[src/inc/pmc_pkg.sv]
// Purpose: shared constants and types for the port mode and cycle control block
// Assumes: 40 MHz system clock, byte-wide parameter data access
// Notes:   offsets are those of the first port; further ports follow at PORT_STRIDE
package pmc_pkg;
    localparam int          NPORT         = 4;
    // parameter data offsets of the first port
    localparam logic [15:0] OFS_MODE      = 16'h28a4;
    localparam logic [15:0] OFS_POLICY    = 16'h28a5;
    localparam logic [15:0] OFS_PERIOD    = 16'h28a6;
    localparam logic [15:0] OFS_LEVEL     = 16'h28aa;
    localparam logic [15:0] PORT_STRIDE   = 16'h0010;
    // values after reset
    localparam logic [7:0]  RST_MODE      = 8'h04;
    localparam logic [7:0]  RST_POLICY    = 8'h00;
    localparam logic [7:0]  RST_PERIOD    = 8'h14;
    localparam logic [7:0]  RST_LEVEL     = 8'h00;
    // line mode codes
    localparam logic [7:0]  MODE_DISABLED       = 8'h00;
    localparam logic [7:0]  MODE_PLAIN_OUTPUT   = 8'h01;
    localparam logic [7:0]  PLAIN_INPUT_MODE    = 8'h02;
    localparam logic [7:0]  VALIDATED_COMM_MODE = 8'h03;
    localparam logic [7:0]  LEARNING_COMM_MODE  = 8'h04;
    // cycle policy codes
    localparam logic [7:0]  UNRESTRICTED_CYCLE  = 8'h00;
    localparam logic [7:0]  PROGRAMMED_CYCLE    = 8'h01;
    localparam logic [7:0]  ALIGNED_CYCLE       = 8'h02;
    // validation level codes
    localparam logic [7:0]  NO_IDENTITY_CHECK   = 8'h00;
    localparam logic [7:0]  TYPE_IDENTITY_CHECK = 8'h01;
    localparam logic [7:0]  FULL_IDENTITY_CHECK = 8'h02;
    // cycle time unit and its length in clocks
    localparam int          CLK_PERIOD_NS = 25;
    localparam int          CYCLE_UNIT_NS = 100000;
    localparam int          UNIT_TICKS    = CYCLE_UNIT_NS / CLK_PERIOD_NS;
    localparam int          PRE_W         = $clog2(UNIT_TICKS);
    localparam logic [PRE_W-1:0] PRE_LAST = PRE_W'(UNIT_TICKS - 1);

    typedef struct packed {
        logic [7:0] mode;
        logic [7:0] policy;
        logic [7:0] period;
        logic [7:0] level;
    } pmc_cfg_t;

    typedef struct packed {
        logic [15:0]  vendor;
        logic [31:0]  device;
        logic [127:0] serial;
    } pmc_ident_t;

    typedef enum logic [4:0] {
        ST_OFF   = 5'h01,
        ST_DOUT  = 5'h02,
        ST_DIN   = 5'h04,
        ST_IDENT = 5'h08,
        ST_COMM  = 5'h10
    } pmc_st_t;
endpackage

[src/hdl/pmc_port_ctrl.sv]
// Purpose: per-port mode and cycle settings of a four-port link master
// Assumes: single clock, byte-wide parameter data access, identity supplied by link logic
// Notes:   Function
// Function
// - each port keeps its own settings; one port's write leaves others untouched
// - mode byte: 0 off, 1 digital out, 2 digital in, 3 validated, 4 learning
// - disabled port: input data reads zero, line stays quiet
// - disabled port: its link indicator is dark
// - digital out: line follows bit 0 of the lowest output data byte
// - digital in: bit 0 of the lowest input data byte follows the line
// - validated mode: read identity, run link only when validation allows
// - policy byte: 0 unrestricted, 1 programmed period, 2 aligned over ports
// - unrestricted: cycle equals the minimum cycle the unit reported
// - programmed: cycle comes from the programmed cycle time
// - aligned: all ports start together, cycle is largest reported minimum
// - programmed cycle time matters only under the programmed policy
// - with validation, link starts only if identity matches expected values
// - level byte: 0 none, 1 vendor and device, 2 also serial number
// - validation applies only in validated mode
`timescale 1ns/10ps
module pmc_port_ctrl #(
    parameter int NP = pmc_pkg::NPORT
) (
    input  wire logic                          clk,
    input  wire logic                          rst,
    input  wire logic                          prm_wr,
    input  wire logic                          prm_rd,
    input  wire logic [15:0]                   prm_addr,
    input  wire logic [7:0]                    prm_wdata,
    output logic [7:0]                         prm_rdata,
    output logic                               prm_ack,
    output logic                               prm_err,
    input  wire logic [NP-1:0]                 learn_save,
    input  wire pmc_pkg::pmc_ident_t [NP-1:0]  id_data,
    input  wire logic [NP-1:0]                 id_valid,
    input  wire logic [NP-1:0][7:0]            min_cycle,
    input  wire logic [NP-1:0]                 pd_out_bit,
    input  wire logic [NP-1:0]                 cq_i,
    output logic [NP-1:0]                      cq_o,
    output logic [NP-1:0]                      cq_oe,
    output logic [NP-1:0]                      pd_in_bit,
    output logic [NP-1:0]                      pd_in_keep,
    output logic [NP-1:0]                      led_on,
    output logic [NP-1:0]                      comm_run,
    output logic [NP-1:0]                      msg_start,
    output logic [NP-1:0]                      id_req
);
    typedef struct packed {
        pmc_pkg::pmc_cfg_t   [NP-1:0]      cfg;
        pmc_pkg::pmc_ident_t [NP-1:0]      exp;
        logic [7:0]                        rdata;
        logic                              ack;
        logic                              err;
        logic [pmc_pkg::PRE_W-1:0]         pre;
        logic [7:0]                        scnt;
        logic [7:0]                        sper;
        logic                              stick;
    } pmc_top_t;

    pmc_top_t q;
    pmc_top_t next_q;

    always_comb begin
        logic        hit;
        logic        unit;
        logic [7:0]  big;
        logic [15:0] base;
        hit  = 1'b0;
        unit = 1'b0;
        big  = 8'h00;
        base = 16'h0000;
        next_q = q;
        next_q.ack   = 1'b0;
        next_q.err   = 1'b0;
        next_q.stick = 1'b0;
        // parameter data access, answered one cycle later
        for (int p = 0; p < NP; p++) begin
            base = 16'(p) * pmc_pkg::PORT_STRIDE;
            if (prm_addr == pmc_pkg::OFS_MODE + base) begin
                hit = 1'b1;
                next_q.rdata = q.cfg[p].mode;
                if (prm_wr) begin
                    next_q.cfg[p].mode = prm_wdata;
                end
            end
            if (prm_addr == pmc_pkg::OFS_POLICY + base) begin
                hit = 1'b1;
                next_q.rdata = q.cfg[p].policy;
                if (prm_wr) begin
                    next_q.cfg[p].policy = prm_wdata;
                end
            end
            if (prm_addr == pmc_pkg::OFS_PERIOD + base) begin
                hit = 1'b1;
                next_q.rdata = q.cfg[p].period;
                if (prm_wr) begin
                    next_q.cfg[p].period = prm_wdata;
                end
            end
            if (prm_addr == pmc_pkg::OFS_LEVEL + base) begin
                hit = 1'b1;
                next_q.rdata = q.cfg[p].level;
                if (prm_wr) begin
                    next_q.cfg[p].level = prm_wdata;
                end
            end
            // store the attached unit's identity as the expected one
            if (learn_save[p] && id_valid[p]
                && q.cfg[p].mode == pmc_pkg::LEARNING_COMM_MODE) begin
                next_q.exp[p] = id_data[p];
            end
            // largest reported minimum among aligned ports with a valid identity
            if (q.cfg[p].policy == pmc_pkg::ALIGNED_CYCLE && id_valid[p]
                && min_cycle[p] > big) begin
                big = min_cycle[p];
            end
        end
        if (prm_wr || prm_rd) begin
            next_q.ack = hit;
            next_q.err = !hit;
            if (!hit || prm_wr) begin
                next_q.rdata = 8'h00;
            end
        end else begin
            next_q.rdata = q.rdata;
        end
        // common message start for aligned ports
        next_q.sper = (big == 8'h00) ? 8'h01 : big;
        unit = (q.pre == pmc_pkg::PRE_LAST);
        next_q.pre = unit ? '0 : q.pre + 1'b1;
        if (unit) begin
            if (q.scnt + 8'h01 >= q.sper) begin
                next_q.scnt  = 8'h00;
                next_q.stick = 1'b1;
            end else begin
                next_q.scnt = q.scnt + 8'h01;
            end
        end
    end

    always_ff @(posedge clk) begin
        if (rst) begin
            q <= '0;
            for (int p = 0; p < NP; p++) begin
                q.cfg[p] <= '{pmc_pkg::RST_MODE, pmc_pkg::RST_POLICY,
                              pmc_pkg::RST_PERIOD, pmc_pkg::RST_LEVEL};
            end
            q.sper <= 8'h01;
        end else begin
            q <= next_q;
        end
    end

    assign prm_rdata = q.rdata;
    assign prm_ack   = q.ack;
    assign prm_err   = q.err;

    // one independent engine per port
    for (genvar g = 0; g < NP; g++) begin : g_port
        pmc_port_eng u_eng (
            .clk        (clk),
            .rst        (rst),
            .cfg        (q.cfg[g]),
            .exp_id     (q.exp[g]),
            .id_data    (id_data[g]),
            .id_valid   (id_valid[g]),
            .min_cycle  (min_cycle[g]),
            .sync_tick  (q.stick),
            .pd_out_bit (pd_out_bit[g]),
            .cq_i       (cq_i[g]),
            .cq_o       (cq_o[g]),
            .cq_oe      (cq_oe[g]),
            .pd_in_bit  (pd_in_bit[g]),
            .pd_in_keep (pd_in_keep[g]),
            .led_on     (led_on[g]),
            .comm_run   (comm_run[g]),
            .msg_start  (msg_start[g]),
            .id_req     (id_req[g])
        );
    end
endmodule

[src/hdl/pmc_port_eng.sv]
// Purpose: one master port: line mode, identity gate and message cycle timer
// Assumes: cfg is the programmed setting, taken over at a message start while the link runs, at once otherwise
// Notes:   all outputs are registered
`timescale 1ns/10ps
module pmc_port_eng (
    input  wire logic              clk,
    input  wire logic              rst,
    input  wire pmc_pkg::pmc_cfg_t   cfg,
    input  wire pmc_pkg::pmc_ident_t exp_id,
    input  wire pmc_pkg::pmc_ident_t id_data,
    input  wire logic              id_valid,
    input  wire logic [7:0]        min_cycle,
    input  wire logic              sync_tick,
    input  wire logic              pd_out_bit,
    input  wire logic              cq_i,
    output logic                   cq_o,
    output logic                   cq_oe,
    output logic                   pd_in_bit,
    output logic                   pd_in_keep,
    output logic                   led_on,
    output logic                   comm_run,
    output logic                   msg_start,
    output logic                   id_req
);
    typedef struct packed {
        pmc_pkg::pmc_st_t            st;
        pmc_pkg::pmc_cfg_t           act;
        logic                        s1;
        logic                        s2;
        logic [pmc_pkg::PRE_W-1:0]   pre;
        logic [7:0]                  cnt;
        logic                        cq_o;
        logic                        cq_oe;
        logic                        pd_in_bit;
        logic                        pd_in_keep;
        logic                        led_on;
        logic                        comm_run;
        logic                        msg_start;
        logic                        id_req;
    } pmc_eng_t;

    pmc_eng_t q;
    pmc_eng_t next_q;

    always_comb begin
        logic       unit;
        logic       fire;
        logic       ok;
        logic [7:0] per;
        unit = 1'b0;
        fire = 1'b0;
        ok   = 1'b0;
        per  = 8'h00;
        next_q = q;
        next_q.s1 = cq_i;
        next_q.s2 = q.s1;
        unit = (q.pre == pmc_pkg::PRE_LAST);
        next_q.pre = unit ? '0 : q.pre + 1'b1;
        per = (q.act.policy == pmc_pkg::PROGRAMMED_CYCLE) ? q.act.period
                                                          : min_cycle;
        if (per == 8'h00) begin
            per = 8'h01;
        end
        if (q.st == pmc_pkg::ST_COMM) begin
            if (q.act.policy == pmc_pkg::ALIGNED_CYCLE) begin
                // no second start right after one made under the old policy
                fire = sync_tick && !q.msg_start;
            end else begin
                fire = unit && (q.cnt + 8'h01 >= per);
            end
        end
        if (fire || q.st != pmc_pkg::ST_COMM) begin
            next_q.cnt = 8'h00;
        end else if (unit) begin
            next_q.cnt = q.cnt + 8'h01;
        end
        // settings change only between messages
        if (fire || q.st != pmc_pkg::ST_COMM) begin
            next_q.act = cfg;
        end
        case (next_q.act.level)
            pmc_pkg::NO_IDENTITY_CHECK:   ok = 1'b1;
            pmc_pkg::TYPE_IDENTITY_CHECK: ok = id_data.vendor == exp_id.vendor
                                            && id_data.device == exp_id.device;
            pmc_pkg::FULL_IDENTITY_CHECK: ok = id_data.vendor == exp_id.vendor
                                            && id_data.device == exp_id.device
                                            && id_data.serial == exp_id.serial;
            default:                      ok = 1'b0;
        endcase
        case (next_q.act.mode)
            pmc_pkg::MODE_PLAIN_OUTPUT:   next_q.st = pmc_pkg::ST_DOUT;
            pmc_pkg::PLAIN_INPUT_MODE:    next_q.st = pmc_pkg::ST_DIN;
            pmc_pkg::VALIDATED_COMM_MODE: next_q.st = (id_valid && ok)
                                                    ? pmc_pkg::ST_COMM : pmc_pkg::ST_IDENT;
            pmc_pkg::LEARNING_COMM_MODE:  next_q.st = pmc_pkg::ST_COMM;
            default:                      next_q.st = pmc_pkg::ST_OFF;
        endcase
        next_q.msg_start  = fire;
        next_q.cq_oe      = (next_q.st == pmc_pkg::ST_DOUT);
        next_q.cq_o       = (next_q.st == pmc_pkg::ST_DOUT) && pd_out_bit;
        next_q.pd_in_bit  = (next_q.st == pmc_pkg::ST_DIN) && q.s2;
        next_q.pd_in_keep = (next_q.st != pmc_pkg::ST_OFF);
        next_q.led_on     = (next_q.st == pmc_pkg::ST_COMM);
        next_q.comm_run   = (next_q.st == pmc_pkg::ST_COMM);
        next_q.id_req     = (next_q.st == pmc_pkg::ST_IDENT)
                         || (next_q.st == pmc_pkg::ST_COMM);
    end

    always_ff @(posedge clk) begin
        if (rst) begin
            q     <= '0;
            q.st  <= pmc_pkg::ST_OFF;
            q.act <= '{pmc_pkg::RST_MODE, pmc_pkg::RST_POLICY,
                       pmc_pkg::RST_PERIOD, pmc_pkg::RST_LEVEL};
        end else begin
            q <= next_q;
        end
    end

    assign cq_o       = q.cq_o;
    assign cq_oe      = q.cq_oe;
    assign pd_in_bit  = q.pd_in_bit;
    assign pd_in_keep = q.pd_in_keep;
    assign led_on     = q.led_on;
    assign comm_run   = q.comm_run;
    assign msg_start  = q.msg_start;
    assign id_req     = q.id_req;
endmodule

[config.mk]
export PLATFORM = sky130hd
export DESIGN_NAME = pmc_port_ctrl
export DESIGN_NICKNAME = d
export VERILOG_FILES = /design/src/inc/pmc_pkg.sv /design/src/hdl/pmc_port_ctrl.sv /design/src/hdl/pmc_port_eng.sv
export SDC_FILE = /design/constraint.sdc
export NUM_CORES = 2
export LEC_CHECK = 0
export BUFFER_PORTS_ARGS = -buffer_cell sky130_fd_sc_hd__clkbuf_2
export CORE_MARGIN = 5
export CORE_UTILIZATION = 30
export DETAILED_ROUTE_END_ITERATION = 10
export MAX_ROUTING_LAYER = met4
export PLACE_DENSITY = 0.6
export SYNTH_ARGS = -nofsm -noshare
export SYNTH_HDL_FRONTEND = slang
export SYNTH_HIERARCHICAL = 1
export SYNTH_SLANG_ARGS = --single-unit
[constraint.sdc]
create_clock -name clk -period 7.6 [get_ports clk]
set_input_delay 2.28 -clock clk [delete_from_list [all_inputs] [get_ports clk]]
set_output_delay 2.28 -clock clk [all_outputs]
set_load 0.1 [all_outputs]
==> metrics.txt <==
# TYPE chip_impl_metric gauge
chip_impl_metric{name="postSynthNetCount",unit=""} 7425
chip_impl_metric{name="syn_area_per_cell",unit="sq um"} 7.988
chip_impl_metric{name="period_minus_slack",unit="ns"} 7.406
chip_impl_info{name="status",value="finished, final reports clean"} 1
chip_impl_info{name="clk_tree_root_cell",value="sky130_fd_sc_hd__clkbuf_16"} 1
chip_impl_info{name="tritoncts",value="yes"} 1
chip_impl_info{name="crit_path_end_kind",value="flop"} 1
chip_impl_metric{name="cts_buffers",unit=""} 131
chip_impl_metric{name="vdd.ir_drop.worst",unit="mV"} 0.2142
chip_impl_metric{name="place.port_buffers",unit=""} 821
chip_impl_metric{name="fp.coreArea",unit="sq um"} 174000
chip_impl_metric{name="die_area",unit="sq um"} 183400
chip_impl_info{name="layout.cells.most_common_list",value="1842 x sky130_fd_sc_hd__nand2_1, 1135 x sky130_fd_sc_hd__dfxtp_1, 959 x sky130_fd_sc_hd__a21oi_1, 818 x sky130_fd_sc_hd__clkbuf_2, 410 x sky130_fd_sc_hd__xnor2_1"} 1
chip_impl_metric{name="cp_max_fo",unit=""} 11
chip_impl_metric{name="reported_leakage_power",unit="nW"} 24.66
chip_impl_metric{name="die_w",unit="um"} 428.3
chip_impl_metric{name="place.detailed.instances",unit=""} 9418
chip_impl_metric{name="internal_power",unit="W"} 0.01029
chip_impl_metric{name="initial_utilization",unit="%"} 30.17
chip_impl_metric{name="grt_pass1_wl",unit="mm"} 265.6
chip_impl_metric{name="postSynthRegisterBits",unit=""} 1135
chip_impl_metric{name="numClockSinks",unit=""} 1135
chip_impl_metric{name="timing.final.setup_violations",unit=""} 0
chip_impl_metric{name="drt-initial-drc-count",unit=""} 3456
chip_impl_metric{name="layout.cells.non_filler",unit=""} 9707
chip_impl_metric{name="globalplace.congestion",unit=""} 0.9120
chip_impl_metric{name="rows",unit=""} 153
chip_impl_metric{name="critical_path_arrival",unit="ns"} 8.11
chip_impl_metric{name="wirelength",unit="mm"} 177.5
chip_impl_metric{name="grt_start_max_net_pins",unit=""} 200
chip_impl_metric{name="holdWs",unit="ns"} 0.4182
chip_impl_metric{name="floorplan.io_pins",unit=""} 822
chip_impl_metric{name="slew-limit-headroom",unit="%"} 22.36
chip_impl_metric{name="post_drt_wl_per_cell",unit="um"} 18.29
chip_impl_metric{name="switching_power_total",unit="W"} 0.003604
chip_impl_metric{name="final_net_count",unit=""} 8082
chip_impl_metric{name="synth_seq_area_share",unit="%"} 43.28
chip_impl_metric{name="layout-drive-gt1-share",unit="%"} 16.49
chip_impl_metric{name="power.share.switching",unit="%"} 25.94
chip_impl_metric{name="cts-htree-levels",unit=""} 4
chip_impl_metric{name="grt_pass1_vias",unit=""} 44700
chip_impl_metric{name="clkSlewWorstSetupHoldPaths",unit="ns"} 0.06
chip_impl_metric{name="vias",unit=""} 47090
chip_impl_info{name="criticalPathCategory",value="primary input to flop"} 1
chip_impl_metric{name="detailedRoute.firstPassIterationCount",unit=""} 6
chip_impl_metric{name="fp.dieH",unit="um"} 428.3
chip_impl_info{name="postSynth.topFlopCell",value="sky130_fd_sc_hd__dfxtp_1"} 1
chip_impl_metric{name="track_usage",unit="%"} 18.87
chip_impl_metric{name="antenna_violations_before_repair",unit=""} 69
chip_impl_metric{name="power.share.clock",unit="%"} 45.1
chip_impl_metric{name="slew_viol_final",unit=""} 0
chip_impl_metric{name="final.period_utilization",unit="%"} 97.44
chip_impl_metric{name="grt_overflow_total",unit=""} 0
chip_impl_metric{name="power.combinational.fraction",unit="%"} 9.8
chip_impl_metric{name="critPathMaxStageDelay",unit="ns"} 0.49
chip_impl_metric{name="clkLatencyLatePin",unit="ns"} 0.79
chip_impl_metric{name="power.density_cell_area",unit="nW/um^2"} 219.1
chip_impl_metric{name="tightestPinTransition",unit="ns"} 1.162
chip_impl_metric{name="seq_power_share",unit="%"} 45.1
chip_impl_metric{name="synth-edff-count",unit=""} 0
chip_impl_metric{name="yosysUniqueCellTypes",unit=""} 77
chip_impl_metric{name="area.growth.synth_to_final",unit="%"} 20.77
chip_impl_metric{name="drc",unit=""} 0
chip_impl_info{name="critical_path.startpoint_type",value="primary input"} 1
chip_impl_metric{name="number_of_routed_nets_with_antenna_violations",unit=""} 0
chip_impl_info{name="critical_path.top_delay_family",value="simple AND/OR/NAND/NOR gates"} 1
chip_impl_metric{name="reg2reg_slack",unit="ns"} 1.19
chip_impl_info{name="layout.cells.most_common",value="sky130_fd_sc_hd__nand2_1"} 1
chip_impl_info{name="critPathSlowestCell",value="sky130_fd_sc_hd__or4_1"} 1
chip_impl_metric{name="synth-async-reset-ratio",unit="%"} 0
chip_impl_metric{name="mappedNetlistArea",unit="sq um"} 52490
chip_impl_metric{name="yosysWarnings",unit=""} 6
chip_impl_metric{name="critical_path_buf_inv_count",unit=""} 7
chip_impl_metric{name="post_detailed_route_via_to_cell_ratio",unit=""} 4.851
chip_impl_metric{name="buffer_levels_on_the_longest_clock_path",unit=""} 3
chip_impl_metric{name="fmax",unit="MHz"} 135.0
chip_impl_metric{name="detail_placement_hpwl",unit="mm"} 132.1
chip_impl_metric{name="maxCapViolCount",unit=""} 0
chip_impl_metric{name="timing.final.hold_violations",unit=""} 0
chip_impl_info{name="hold_class",value="flop to flop"} 1
chip_impl_metric{name="clock_skew",unit="ns"} 0.03254
chip_impl_metric{name="critical_path_required",unit="ns"} 8.31
chip_impl_metric{name="syn-instance-count",unit=""} 6572
-- tightest hold or removal path, cell delays in order, from the launching register on --
cell and delay, ns:
sky130_fd_sc_hd__dfxtp_1 0.30, sky130_fd_sc_hd__inv_1 0.04, sky130_fd_sc_hd__nor3_1 0.04
-- path summary, 6_finish.rpt --
check | from | to | cells past startpoint
max | id_valid[0] | q[1] | 33
min reg2reg | g_port[3].u_eng/q[28] | g_port[3].u_eng/pd_in_bit | 2
max reg2reg | q[761] | q[1] | 33
min | g_port[3].u_eng/q[28] | g_port[3].u_eng/pd_in_bit | 2
-- cell type report --
| class | instances | area [sq um] |
|---|---|---|
| Tap cell | 2325 | 2909 |
| Timing Repair Buffer | 896 | 4831 |
| Clock buffer | 193 | 3772 |
| Inverter | 120 | 450.4 |
| Clock inverter | 36 | 483.0 |
| Sequential cell | 1135 | 22720 |
| Multi-Input combinational cell | 4945 | 28090 |
| Antenna cell | 57 | 142.6 |
| Fill cell | 17820 | 110600 |
-- metal layers --
layer  track usage (%)  wire, um  up-vias  part of all wire [%]
met5                 -         0        -                     0
met4             8.060      7115        0                   4.0
met3             4.089      9846      294                   5.5
met2             31.68     88160     1122                    50
met1             21.77     72400    22210                    41
li1                  -         -    23460                     -
-- synthesized netlist by cell type (6+ instances only) --
master / instances / area, sq um
sky130_fd_sc_hd__nand2_1: 1843 / 6918
sky130_fd_sc_hd__dfxtp_1: 1135 / 22720
sky130_fd_sc_hd__a21oi_1: 960 / 4805
sky130_fd_sc_hd__xnor2_1: 410 / 3591
sky130_fd_sc_hd__clkbuf_1: 341 / 1280
sky130_fd_sc_hd__xor2_1: 313 / 2741
sky130_fd_sc_hd__nor2_1: 233 / 874.6
sky130_fd_sc_hd__nand4_1: 144 / 900.9
sky130_fd_sc_hd__nand3_1: 131 / 655.6
sky130_fd_sc_hd__nor4_1: 124 / 775.7
sky130_fd_sc_hd__inv_1: 120 / 450.4
sky130_fd_sc_hd__mux2i_1: 116 / 1161
sky130_fd_sc_hd__ha_1: 73 / 913.4
sky130_fd_sc_hd__nor2b_1: 59 / 369.1
sky130_fd_sc_hd__o21ai_0: 47 / 235.2
sky130_fd_sc_hd__nor3_1: 42 / 210.2
sky130_fd_sc_hd__nand2b_1: 38 / 237.7
sky130_fd_sc_hd__and3_1: 32 / 200.2
sky130_fd_sc_hd__o22ai_1: 29 / 181.4
sky130_fd_sc_hd__or3_1: 23 / 143.9
sky130_fd_sc_hd__a211oi_1: 22 / 165.2
sky130_fd_sc_hd__and2_1: 19 / 118.9
sky130_fd_sc_hd__a221oi_1: 16 / 140.1
sky130_fd_sc_hd__or2_2: 16 / 100.1
sky130_fd_sc_hd__a21o_1: 15 / 112.6
sky130_fd_sc_hd__or4_1: 14 / 105.1
sky130_fd_sc_hd__a2111oi_0: 13 / 113.9
sky130_fd_sc_hd__a31o_2: 13 / 113.9
sky130_fd_sc_hd__nand3b_1: 13 / 97.59
sky130_fd_sc_hd__nor4b_1: 13 / 113.9
sky130_fd_sc_hd__and4_1: 12 / 105.1
sky130_fd_sc_hd__buf_4: 12 / 90.09
sky130_fd_sc_hd__mux2_2: 11 / 123.9
sky130_fd_sc_hd__nor3b_1: 11 / 82.58
sky130_fd_sc_hd__a22o_1: 9 / 78.83
sky130_fd_sc_hd__buf_1: 9 / 33.78
sky130_fd_sc_hd__o31ai_1: 9 / 67.56
sky130_fd_sc_hd__a31oi_1: 8 / 50.05
sky130_fd_sc_hd__mux2_4: 8 / 120.1
sky130_fd_sc_hd__nand4b_1: 8 / 70.07
sky130_fd_sc_hd__a211o_1: 7 / 61.31
sky130_fd_sc_hd__a221o_1: 7 / 70.07
sky130_fd_sc_hd__buf_2: 6 / 30.03
sky130_fd_sc_hd__o221ai_1: 6 / 52.55
-- power by group through the flow --
stage          Combinational, W  Sequential (W)  Clock, W
2_1_floorplan          0.000796         0.00641         0
3_3_place_gp            0.00133         0.00639         0
3_5_place_dp            0.00136         0.00640         0
4_1_cts                 0.00136         0.00627   0.00646
5_1_grt                 0.00150         0.00629   0.00669
6_report                0.00136         0.00627   0.00626
-- metrics by stage --
step / TNS [ns] / instance area (sq um) / power (W) / setup WS [ns] / utilization, %
6_report: 0 / 63400 / 0.01389 / 0.1943 / 36.43
5_1_grt: -0.07506 / 63400 / 0.01448 / -0.07506 / 36.43
4_1_cts: 0 / 63000 / 0.01409 / 0.08094 / 36.20
3_5_place_dp: -3.756 / 58740 / 0.007754 / -0.7695 / 33.76
3_3_place_gp: -3.197 / 58740 / 0.007723 / -0.7026 / 33.76
2_1_floorplan: 0 / 52500 / 0.007210 / 0.02360 / -
-- kinds of logic (layout without fill, tap and decap cells) --
family	after synthesis	after routing	share of synthesized area, %
buf+inv	492	1245	3.675
compound gates	1205	1205	12.69
xor+xnor	723	723	12.06
simple gates	2808	2808	23.84
other cells	0	57	0
flops	1135	1135	43.28
fa+ha+maj	73	73	1.740
mux	136	136	2.703
-- state kept, by name (all words and copies together) (netlist names) --
name and count:
g_port.u_eng/comm_run 4, g_port.u_eng/cq_o 4, g_port.u_eng/cq_oe 4, g_port.u_eng/id_req 4, g_port.u_eng/msg_start 4, g_port.u_eng/next_q 4, g_port.u_eng/pd_in_bit 4, g_port.u_eng/pd_in_keep 4
g_port.u_eng/q 232, prm_ack 1, prm_err 1, prm_rdata 8, q 861
-- repair_timing --
action,CTS,global route
buffers inserted,0,2
hold endpoints to repair,0,0
gates resized for setup,0,41
setup endpoints to repair,0,8
hold buffers,0,0
(Power assumes the default switching activity.)
